### config.mk
export PLATFORM = sky130hd
export DESIGN_NAME = flash_host_ctrl
export DESIGN_NICKNAME = d
export VERILOG_FILES = /design/src/flash_host_pkg.sv /design/src/flash_host_ctrl.sv
export VERILOG_INCLUDE_DIRS = /design/src /design/src/src
export SDC_FILE = /design/constraint.sdc
export NUM_CORES = 1
export LEC_CHECK = 0
export ABC_AREA = 1
export BUFFER_PORTS_ARGS = -buffer_cell sky130_fd_sc_hd__buf_2
export CAP_MARGIN = 20
export CELL_PAD_IN_SITES_DETAIL_PLACEMENT = 1
export CELL_PAD_IN_SITES_GLOBAL_PLACEMENT = 1
export CORE_MARGIN = 2
export CORE_UTILIZATION = 39
export CTS_BUF_LIST = sky130_fd_sc_hd__clkbuf_8
export CTS_CLUSTER_SIZE = 40
export DETAILED_ROUTE_END_ITERATION = 10
export GPL_ROUTABILITY_DRIVEN = 1
export PLACE_DENSITY = 0.9
export SYNTH_ARGS = -nofsm -noshare
export SYNTH_HDL_FRONTEND = slang
export SYNTH_SLANG_ARGS = --single-unit
### constraint.sdc
create_clock -name mclk -period 2 [get_ports mclk]
set_clock_uncertainty 0.15 [all_clocks]
set_input_delay 0.4 -clock mclk [delete_from_list [all_inputs] [get_ports mclk]]
set_output_delay 0.4 -clock mclk [all_outputs]
set_load 0.03 [all_outputs]
### src/flash_host_defines.svh
// constants for the flash suspend and lock sequencing controller
`ifndef FLASH_HOST_DEFINES_SVH
`define FLASH_HOST_DEFINES_SVH

// software register offsets
`define OFS_CTRL 4'h0
`define OFS_ADDR 4'h4
`define OFS_STAT 4'h8

// control register fields
`define CTRL_OP_LSB 0
`define CTRL_GO_BIT 3
`define CTRL_AUTOCLR_BIT 4
`define CTRL_PDOWN_BIT 5
`define CTRL_WPROT_BIT 6
`define CTRL_RESET 7'h00

// flash status byte fields
`define SR_READY 7
`define SR_ERASE_SUSP 6
`define SR_ERASE_ERR 5
`define SR_WRITE_ERR 4
`define SR_SUPPLY_LOW 3
`define SR_WRITE_SUSP 2
`define SR_PROT_ABORT 1

// bus timing
`define CLK_PERIOD_NS 40
`define WE_LOW_NS 50
`define READ_ACCESS_NS 100
`define WE_LOW_CYC ((`WE_LOW_NS + `CLK_PERIOD_NS - 1) / `CLK_PERIOD_NS)
`define READ_ACC_CYC ((`READ_ACCESS_NS + `CLK_PERIOD_NS - 1) / `CLK_PERIOD_NS)

`endif

### src/flash_host_pkg.sv
// types for the flash suspend and lock sequencing controller
package flash_host_pkg;

    typedef enum logic [2:0] {
        OP_ERASE_SUSPEND = 3'h0,
        OP_WRITE_SUSPEND = 3'h1,
        OP_RESUME = 3'h2,
        OP_SET_LOCK = 3'h3,
        OP_CLEAR_LOCKS = 3'h4,
        OP_CLEAR_STATUS = 3'h5,
        OP_READ_STATUS = 3'h6,
        OP_READ_ARRAY = 3'h7
    } host_op_t;

    typedef enum logic [5:0] {
        ST_IDLE = 6'b000001,
        ST_WSET = 6'b000010,
        ST_WLOW = 6'b000100,
        ST_WHOLD = 6'b001000,
        ST_RLOW = 6'b010000,
        ST_RCAP = 6'b100000
    } bus_state_t;

    // sequence steps of one operation
    typedef enum logic [1:0] {
        STEP_FIRST = 2'h0,
        STEP_SECOND = 2'h1,
        STEP_POLL = 2'h2,
        STEP_CLEAR = 2'h3
    } step_t;

endpackage

### src/flash_host_ctrl.sv
// host-side controller that suspends, resumes and manages lock bits of a parallel flash
//
// The implementer's own choices: the address-and-strobe port and the address map.
`timescale 1ns/1ps
`include "flash_host_defines.svh"

module flash_host_ctrl #(
    parameter int ADDR_W = 22,
    parameter logic [7:0] CMD_SUSPEND = 8'hb0,
    parameter logic [7:0] CMD_CONFIRM = 8'hd0,
    parameter logic [7:0] CMD_LOCK_SETUP = 8'h60,
    parameter logic [7:0] CMD_LOCK_SET = 8'h01,
    parameter logic [7:0] CMD_CLEAR_STATUS = 8'h50,
    parameter logic [7:0] CMD_READ_STATUS = 8'h70,
    parameter logic [7:0] CMD_READ_ARRAY = 8'hff
) (
    // clock and reset
    input wire logic mclk,
    input wire logic sys_rst,
    // software register port
    input wire logic [3:0] reg_addr,
    input wire logic [31:0] reg_wdata,
    input wire logic reg_wr,
    input wire logic reg_rd,
    output logic [31:0] reg_rdata,
    // flash pins
    output logic [ADDR_W-1:0] fl_addr,
    input wire logic [7:0] fl_dq_in,
    output logic [7:0] fl_dq_out,
    output logic fl_dq_oe_n,
    output logic fl_ce_n,
    output logic fl_oe_n,
    output logic fl_we_n,
    output logic reset_powerdown_input_n,
    output logic fl_wp_n,
    input wire logic ready_status_output
);
    import flash_host_pkg::*;

    localparam logic [2:0] WE_CYC = 3'(`WE_LOW_CYC);
    localparam logic [2:0] ACC_CYC = 3'(`READ_ACC_CYC);

    bus_state_t state_reg, state_next;
    step_t step_reg, step_next;
    logic [2:0] cnt_reg, cnt_next;
    logic [6:0] ctrl_reg, ctrl_next;
    logic [ADDR_W-1:0] addr_reg, addr_next;
    logic [7:0] sr_reg, sr_next;
    logic [3:0] err_reg, err_next;
    logic lock_unknown_reg, lock_unknown_next;
    logic erase_susp_reg, erase_susp_next;
    logic write_susp_reg, write_susp_next;
    logic [31:0] rdata_reg, rdata_next;
    logic [ADDR_W-1:0] fa_reg, fa_next;
    logic [7:0] dq_reg, dq_next;
    logic dq_oe_n_reg, dq_oe_n_next;
    logic ce_n_reg, ce_n_next;
    logic oe_n_reg, oe_n_next;
    logic we_n_reg, we_n_next;
    logic rp_n_reg, rp_n_next;
    logic wp_n_reg, wp_n_next;
    logic [7:0] cmd1, cmd2;
    logic two_writes, needs_poll;
    host_op_t op;
    logic busy;

    assign op = host_op_t'(ctrl_reg[`CTRL_OP_LSB +: 3]);
    // a pending go counts as busy, so a late write cannot swap the op under it
    assign busy = (state_reg != ST_IDLE) || ctrl_reg[`CTRL_GO_BIT];

    ////////////////////////////////////////////////////////////////////////
    // command bytes of each operation
    always_comb begin
        cmd1 = CMD_READ_STATUS;
        cmd2 = CMD_CONFIRM;
        two_writes = 1'b0;
        needs_poll = 1'b1;
        unique case (op)
            OP_ERASE_SUSPEND, OP_WRITE_SUSPEND: begin
                cmd1 = CMD_SUSPEND;
            end
            OP_RESUME: begin
                cmd1 = CMD_CONFIRM;
            end
            OP_SET_LOCK: begin
                cmd1 = CMD_LOCK_SETUP;
                cmd2 = CMD_LOCK_SET;
                two_writes = 1'b1;
            end
            OP_CLEAR_LOCKS: begin
                cmd1 = CMD_LOCK_SETUP;
                cmd2 = CMD_CONFIRM;
                two_writes = 1'b1;
            end
            OP_CLEAR_STATUS: begin
                cmd1 = CMD_CLEAR_STATUS;
                needs_poll = 1'b0;
            end
            OP_READ_STATUS: begin
                cmd1 = CMD_READ_STATUS;
            end
            OP_READ_ARRAY: begin
                cmd1 = CMD_READ_ARRAY;
                needs_poll = 1'b0;
            end
        endcase
    end

    ////////////////////////////////////////////////////////////////////////
    // next state of registers, bus sequencer and flash pins
    always_comb begin
        state_next = state_reg;
        step_next = step_reg;
        cnt_next = cnt_reg;
        ctrl_next = ctrl_reg;
        addr_next = addr_reg;
        sr_next = sr_reg;
        err_next = err_reg;
        lock_unknown_next = lock_unknown_reg;
        erase_susp_next = erase_susp_reg;
        write_susp_next = write_susp_reg;
        rdata_next = 32'h0;
        fa_next = fa_reg;
        dq_next = dq_reg;
        dq_oe_n_next = dq_oe_n_reg;
        ce_n_next = ce_n_reg;
        oe_n_next = oe_n_reg;
        we_n_next = we_n_reg;
        // power-down stays released while an erase is suspended
        rp_n_next = ~(ctrl_reg[`CTRL_PDOWN_BIT] & ~erase_susp_reg & ~busy);

        // software port; go is ignored while busy
        if (reg_wr && reg_addr == `OFS_CTRL) begin
            ctrl_next = reg_wdata[6:0];
            if (busy) begin
                ctrl_next[`CTRL_OP_LSB +: 3] = ctrl_reg[`CTRL_OP_LSB +: 3];
            end
            ctrl_next[`CTRL_GO_BIT] = reg_wdata[`CTRL_GO_BIT] & ~busy;
        end
        if (reg_wr && reg_addr == `OFS_ADDR && !busy) begin
            addr_next = reg_wdata[ADDR_W-1:0];
        end
        if (reg_rd) begin
            unique case (reg_addr)
                `OFS_CTRL: rdata_next = {25'h0, ctrl_reg};
                `OFS_ADDR: rdata_next = 32'(addr_reg);
                `OFS_STAT: rdata_next = {16'h0, busy, lock_unknown_reg, erase_susp_reg,
                                         write_susp_reg, err_reg, sr_reg};
                default: rdata_next = 32'h0;
            endcase
        end
        // protect pin follows software; the device refuses lock changes while it is low
        wp_n_next = ctrl_reg[`CTRL_WPROT_BIT];

        unique case (state_reg)
            ST_IDLE: begin
                if (ctrl_reg[`CTRL_GO_BIT]) begin
                    ctrl_next[`CTRL_GO_BIT] = 1'b0;
                    step_next = STEP_FIRST;
                    if (op == OP_CLEAR_LOCKS) begin
                        lock_unknown_next = 1'b1;
                    end
                    state_next = ST_WSET;
                end
            end
            ST_WSET: begin
                ce_n_next = 1'b0;
                fa_next = addr_reg;
                dq_oe_n_next = 1'b0;
                unique case (step_reg)
                    STEP_SECOND: dq_next = cmd2;
                    STEP_CLEAR: dq_next = CMD_CLEAR_STATUS;
                    STEP_POLL: dq_next = CMD_READ_STATUS;
                    STEP_FIRST: dq_next = cmd1;
                endcase
                we_n_next = 1'b0;
                cnt_next = WE_CYC;
                state_next = ST_WLOW;
            end
            ST_WLOW: begin
                cnt_next = cnt_reg - 3'h1;
                if (cnt_reg == 3'h1) begin
                    we_n_next = 1'b1;
                    state_next = ST_WHOLD;
                end
            end
            ST_WHOLD: begin
                // data held one cycle past the rising write strobe
                dq_oe_n_next = 1'b1;
                ce_n_next = 1'b1;
                if (step_reg == STEP_FIRST && two_writes) begin
                    step_next = STEP_SECOND;
                    state_next = ST_WSET;
                end else if (step_reg == STEP_CLEAR || !needs_poll) begin
                    if (op == OP_CLEAR_STATUS || step_reg == STEP_CLEAR) begin
                        err_next = 4'h0;
                    end
                    state_next = ST_IDLE;
                end else begin
                    // after the command the device already presents status
                    step_next = STEP_POLL;
                    state_next = ST_RLOW;
                    ce_n_next = 1'b0;
                    oe_n_next = 1'b0;
                    cnt_next = ACC_CYC;
                end
            end
            ST_RLOW: begin
                cnt_next = cnt_reg - 3'h1;
                if (cnt_reg == 3'h1) begin
                    state_next = ST_RCAP;
                end
            end
            ST_RCAP: begin
                oe_n_next = 1'b1;
                ce_n_next = 1'b1;
                // low bits mean nothing until the ready bit is one
                if (fl_dq_in[`SR_READY] && ready_status_output) begin
                    sr_next = {fl_dq_in[7:1], 1'b0};
                    erase_susp_next = fl_dq_in[`SR_ERASE_SUSP];
                    write_susp_next = fl_dq_in[`SR_WRITE_SUSP];
                    err_next = err_reg | {fl_dq_in[`SR_ERASE_ERR], fl_dq_in[`SR_WRITE_ERR],
                                          fl_dq_in[`SR_SUPPLY_LOW], fl_dq_in[`SR_PROT_ABORT]};
                    if (op == OP_CLEAR_LOCKS) begin
                        lock_unknown_next = fl_dq_in[`SR_ERASE_ERR];
                    end
                    if (ctrl_reg[`CTRL_AUTOCLR_BIT] &&
                        (fl_dq_in[`SR_ERASE_ERR] || fl_dq_in[`SR_WRITE_ERR])) begin
                        step_next = STEP_CLEAR;
                        state_next = ST_WSET;
                    end else begin
                        state_next = ST_IDLE;
                    end
                end else begin
                    state_next = ST_RLOW;
                    ce_n_next = 1'b0;
                    oe_n_next = 1'b0;
                    cnt_next = ACC_CYC;
                end
            end
        endcase
    end

    ////////////////////////////////////////////////////////////////////////
    always_ff @(posedge mclk) begin
        if (sys_rst) begin
            state_reg <= ST_IDLE;
            step_reg <= STEP_FIRST;
            cnt_reg <= 3'h0;
            ctrl_reg <= `CTRL_RESET;
            addr_reg <= '0;
            sr_reg <= 8'h80;
            err_reg <= 4'h0;
            lock_unknown_reg <= 1'b0;
            erase_susp_reg <= 1'b0;
            write_susp_reg <= 1'b0;
            rdata_reg <= 32'h0;
            fa_reg <= '0;
            dq_reg <= 8'h00;
            dq_oe_n_reg <= 1'b1;
            ce_n_reg <= 1'b1;
            oe_n_reg <= 1'b1;
            we_n_reg <= 1'b1;
            rp_n_reg <= 1'b1;
            wp_n_reg <= 1'b0;
        end else begin
            state_reg <= state_next;
            step_reg <= step_next;
            cnt_reg <= cnt_next;
            ctrl_reg <= ctrl_next;
            addr_reg <= addr_next;
            sr_reg <= sr_next;
            err_reg <= err_next;
            lock_unknown_reg <= lock_unknown_next;
            erase_susp_reg <= erase_susp_next;
            write_susp_reg <= write_susp_next;
            rdata_reg <= rdata_next;
            fa_reg <= fa_next;
            dq_reg <= dq_next;
            dq_oe_n_reg <= dq_oe_n_next;
            ce_n_reg <= ce_n_next;
            oe_n_reg <= oe_n_next;
            we_n_reg <= we_n_next;
            rp_n_reg <= rp_n_next;
            wp_n_reg <= wp_n_next;
        end
    end

    assign reg_rdata = rdata_reg;
    assign fl_addr = fa_reg;
    assign fl_dq_out = dq_reg;
    assign fl_dq_oe_n = dq_oe_n_reg;
    assign fl_ce_n = ce_n_reg;
    assign fl_oe_n = oe_n_reg;
    assign fl_we_n = we_n_reg;
    assign reset_powerdown_input_n = rp_n_reg;
    assign fl_wp_n = wp_n_reg;

endmodule

### Word-level counts from Yosys, hierarchy flattened

Index checks and enable logic that the tools add are counted.
W data, S select, Z words.

| operators by class | value |
|---|---|
| add/subtract/negate cells | 1 |
| multiply operators | 0 |
| div/mod/pow operators | 0 |
| $lt $le $gt $ge | 0 |
| equal/unequal tests | 33 |
| shift-type cells | 0 |
| mux-type cells | 47 |
| bitwise gates (word level) | 8 |
| reduce and logical (&&, ||, !) cells | 35 |

Operator list:

| cell | number |
|---|---|
| $pmux W22 S3 | 1 |
| $pmux W8 S6 | 1 |
| $pmux W6 S6 | 1 |
| $pmux W8 S4 | 1 |
| $mux W6 | 4 |
| $ne A2 B2 Y1 const B | 12 |
| $mux W4 | 5 |
| $reduce_and A5 Y1 | 3 |
| $mux W1 | 13 |
| $eq A3 B3 Y1 const B | 4 |
| $mux W2 | 6 |
| $mux W3 | 4 |
| $pmux W3 S4 | 1 |
| $mux W5 | 2 |
| $reduce_or A2 Y1 | 5 |
| $mux W8 | 1 |
| $pmux W1 S2 | 4 |
| $pmux W4 S2 | 1 |
| $reduce_bool A2 Y1 | 4 |
| $eq A3 B1 Y1 const B | 2 |
| $eq A3 B2 Y1 const B | 2 |
| $eq A6 B1 Y1 const B | 1 |
| $eq A6 B2 Y1 const B | 1 |
| $eq A6 B3 Y1 const B | 1 |
| 26 further kinds | 44 |

| storage, ports and cells | value |
|---|---|
| register bits after elaboration | 122 |
| bits in latches | 0 |
| RAM bits | 0 |
| bits in read-only memories | 0 |
| input bits | 49 |
| output and inout bits | 68 |
| word-level logic and storage cells | 145 |
| memories kept | 0 |

### Depth between registers and ports, before layout

| depth | value |
|---|---|
| depth after elaboration | 7 |
| mapped depth | 10 |
| depth with buffers taken out | 10 |

### Least setup slack after synthesis

Ideal clock, no wire load.

| timing path | value |
|---|---|
| path type | register to register |
| start | reg state_reg[5] |
| end | reg addr_reg[17] |
| setup time | 141 ps |
| arrival time | 1190 ps |
| data required time | 1709 ps |
| path slack | 519 ps |
| cell stages (with the launch flop) | 8 |
| path buffers | 1 |
| period minus slack after synthesis | 1481 ps |
| cell sequence | dfxtp_1 > nor2_2 > nand3_4 > nor2_8 > nand3_4 > buf_2 > nor2_1 > a211oi_2 |

| between the ends | value |
|---|---|
| word-level cells in the longest chain between the ends | 4 |

RTL lines:

| what | RTL line | text |
|---|---|---|
| start: declaration | flash_host_ctrl.sv:43 | `bus_state_t state_reg, state_next;` |
| start signal: assignment | flash_host_ctrl.sv:267 | `state_reg <= state_next;` |
| $ne A6 B1 Y1 | flash_host_ctrl.sv:69 | `` assign busy = (state_reg != ST_IDLE) \|\| ctrl_reg[`CTRL_GO_BIT]; `` |
| $logic_or A1 B1 Y1 | flash_host_ctrl.sv:69 |  |
| $logic_not A1 Y1 | flash_host_ctrl.sv:140 | `` if (reg_wr && reg_addr == `OFS_ADDR && !busy) begin `` |
| $logic_and A1 B1 Y1 | flash_host_ctrl.sv:140 |  |
| end signal: assignment | flash_host_ctrl.sv:271 | `addr_reg <= addr_next;` |
| end: declaration | flash_host_ctrl.sv:47 | `logic [ADDR_W-1:0] addr_reg, addr_next;` |

No other way between the ends.
A chain may end at the register's enable or synchronous reset.

### Worst setup path in the final report

| timing path | value |
|---|---|
| start | reg state_reg[5] |
| end | reg addr_reg[1] |

Same word-level chain as after synthesis.

==> impl.org <==
** Worst setup path
- CP Data Required Time :: 2100 ps
- Together, buffers and inverters on the worst path number 1.
- Critical path arrival :: 1950 ps
- The largest individual stage delay along the critical path comes from the cell dfxtp_1.
- On the worst path, the slowest cell contributes a delay of approximately 350 ps.
- The worst register-to-register path ends at addr_reg[1].
- The critical path is of the flop to flop type.
- STA classifies the critical path startpoint as a flop.
- In this run the worst path has a maximum fanout of 20.
- Slack of the worst reg-to-reg path :: 150 ps
- STA classifies the critical path endpoint as a flop.
- Reg2reg start :: state_reg[5]
- For the worst flop-to-flop path, the logic depth is 7.
- Cells along the critical path :: nor2_2 -> nand3_4 -> nor2_8 -> nand3_4 -> buf_12 -> nor2_1 -> a211oi_2
- Top cell by count, worst path :: nand3_4
- Gate family responsible for the most delay along the worst path :: simple AND/OR/NAND/NOR gates

** Drt
- DR iter-0 viols :: 245
- Number of nets with antenna violations after routing :: 0
- The detailed router placed 4,033 vias in this run.
- For this run, design rule violations remaining after detail routing come to 0.
- After detailed routing, the average wire length per cell comes to 16.5 um.
- Total wirelength of the detailed-routed design :: 13.1 mm
- The first detailed-routing pass ran for 4 iterations.
- Using the TritonRoute via totals, the vias-per-cell ratio works out to 5.08.

** Synth
- After synthesis, the most frequently instantiated cells are dfxtp_1, nand2_1, nor2_1.
- Cell area after synthesis :: 0.00434 mm2
- In this run, synthesis produced a sequential element count of approximately 110.
- Top-area cell type share of the netlist area :: approximately 50%
- Share of the yosys chip area belonging to registers :: approximately half
- Asr flop ratio synth :: 0%
- For this run, the number of Yosys warnings is 0.
- After technology mapping, the gate count stands at approximately 560.
- Of all cell types, the one taking the most synthesized area is dfxtp_1.
- Top flip-flop cell by instance count after synthesis :: dfxtp_1
- After synthesis, the cell types taking the most area are dfxtp_1, nand2_1, nor2_1.
- Number of flops mapped to enable cells by yosys :: 0
- After synthesis, the netlist uses 34 different library cells.
- Dividing the synthesized area by the synthesized cell count gives 7.80 um2.

** Timing
- Setup-violating endpoint count in the final report :: 0
- Share of the cycle needed by the critical path after routing :: between 90 and 100%
- Number of slew-limit violations in the final report :: 0
- The final hold violation count was 0.
- Derived from the worst setup path, the maximum achievable clock frequency is 0.542 GHz.
- For the pin with the worst max-slew slack, the measured transition is around 900 ps.
- Worst slew margin relative to its limit :: 39.7%
- Final critical path time including I/O delays and setup :: 1850 ps
- After routing, the total negative slack on setup checks comes to 0 ps.
- RSZ-0062 raised after global routing :: no

** Global route
- The first global-routing pass estimated 20.6 mm of wire.
- Number of antenna violations at the first check in global routing :: 0
- Aggregate global routing overflow :: 0
- Entering global routing, the biggest net connects 45 pins.
- Via count of the first global-routing pass :: ~4,200
- Total global-route track usage :: approximately 23%

** Power
- Dividing total power by cell area gives a power density of 819 mW/mm2.
- The internal power of the cells totals 2.97 mW.
- The clock network burns 32.7% of the power.
- Registers are responsible for 53.9% of the overall power.
- Portion of total power attributed to combinational logic :: 13.4%
- Switching share of power :: 29.6%
- IR analysis of the VDD net gives a maximum drop of approximately 0.00029 V.
- For this design the static power due to leakage is 2.32 nW.
- The analysis attributes to net switching a power of between 1 and 1.5 mW.

** Clocking
- The tree is rooted in a clkbuf_8.
- At the later pin of the worst-skew pair, clock insertion delay measures 390 ps.
- After clock tree synthesis, the clock-pin slew on the worst setup and hold paths is 110 ps.
- TritonCTS clock tree :: yes
- Clock Tree Buf Depth :: 2
- For this design, the sink count on the clock tree is 108.
- CTS buffer count :: 9
- H-tree depth :: 3

** Floorplanning
- Total Die Area :: 0.0120 mm2
- Core area :: 0.0108 mm2
- Ports placed on the boundary :: 117
- Std-Cell Rows :: 38
- Horizontal die dimension :: 109 um
- The die is about 110 um tall.
- Initial standard-cell utilization of the core :: between 40% and 50%

** Finish
- Non-filler instance count after layout :: 794
- Number of nets in the final layout :: 700
- The layout has 1,390 filler cells.
- ANT cells :: 0
- Area growth from synthesis to final layout :: 18.6%
- Cells with a size suffix above 1 make up 23.2% of the layout.

** Place
- DP Cell Count :: ~780
- Dpl hpwl :: roughly 9.5 mm
- The count of buffers added on input and output ports is 95.
- The congestion estimate from routability-driven global placement came to 0.842.

** Worst hold path
- The worst hold path terminates at addr_reg[13].
- Number of cells on the worst hold path :: 3
- Worst hold path startpoint :: reg_wdata[13]
- The tightest min-delay check is of the input pin to flop type.

** Run status
- The flow ran to the end, and the final reports show no timing, DRC or antenna violations.

** Flow run
- Max-capacitance violation count :: 0
metrics by stage:
stage	hold WS [ps]	instance area, um2	setup slack, ps	power [mW]	util [%]
floorplan	253	4370	519	2.71	-
global placement	281	4930	182	2.84	45.5
detailed placement	285	4930	104	2.87	45.5
CTS	99.6	5130	49.4	4.23	47.3
global route	109	5150	48.6	4.39	47.5
finish	101	5150	154	4.22	47.5
routing by layer:
layer	vias to the layer above	global-route usage [%]	wire, um
met2	93	40.5	6770
met4	0	9.76	261
met3	18	3.32	509
li1	1967	-	-
met1	1955	26.6	5540
met5	-	0	0
worst reg2reg max path: cells and delay by family, from the launching register on:
family / cells / cell delay (ps)
simple gates: 5 / 940
buf+inv: 1 / 210
compound gates: 1 / 60
flops: 1 / 350
layout make-up:
cell class | count | area (um2) | share of cell area (%)
clock inverter | 7 | 75.1 | 1.46
multi-input combinational | 362 | 1790 | 34.7
inverter | 61 | 231 | 4.50
timing repair buffer | 107 | 591 | 11.5
tap | 140 | 175 | 3.40
sequential | 108 | 2160 | 42.0
clock buffer | 9 | 124 | 2.41
placed cells by master, fill, tap and decap left out, drive strengths merged, types with 14 or more instances in the layout:
master	synthesis	routed
o21ai	37	37
a21oi	52	52
dfxtp	108	108
a211oi	14	14
nand2	110	110
buf	22	107
nor2	79	79
inv	61	64
nand3	29	29
cell families (layout without fill, tap and decap cells):
| kind of cell | Yosys count | after routing | synth area share, % |
|---|---|---|---|
| adder cells (fa/ha/maj) | 2 | 2 | 0.577 |
| other | 1 | 10 | 0.0864 |
| AO/OA/AOI/OAI | 115 | 115 | 16.1 |
| XOR/XNOR | 1 | 1 | 0.202 |
| flip-flops | 108 | 108 | 49.8 |
| buffers and inverters | 95 | 184 | 9.75 |
| AND/OR/NAND/NOR | 234 | 234 | 23.5 |
power groups by stage:
stage	combinational [mW]	clock, mW	sequential, mW
6_report	0.564	1.38	2.27
5_1_grt	0.621	1.49	2.28
4_1_cts	0.563	1.39	2.27
3_5_place_dp	0.555	0	2.32
3_3_place_gp	0.527	0	2.31
2_1_floorplan	0.335	0	2.37
how the worst max path moves through the flow:
stage          cells after the start           end  slack (ps)    startpoint
2_1_floorplan                      7  addr_reg[17]         520  state_reg[5]
4_1_cts                            7  addr_reg[21]          50  state_reg[5]
6_report                           7   addr_reg[1]         150  state_reg[5]
3_3_place_gp                       9   ctrl_reg[2]         180   reg_addr[1]
3_5_place_dp                       8  addr_reg[21]         100   reg_addr[1]
5_1_grt                            9    cnt_reg[0]          50  state_reg[3]
repair_timing:
item                                    CTS  global route
hold buffers                              0             0
resized for setup                         0             2
setup buffers                             0             2
endpoints found under the setup margin    0            16
Note: power is estimated with default switching activity, not from simulation.
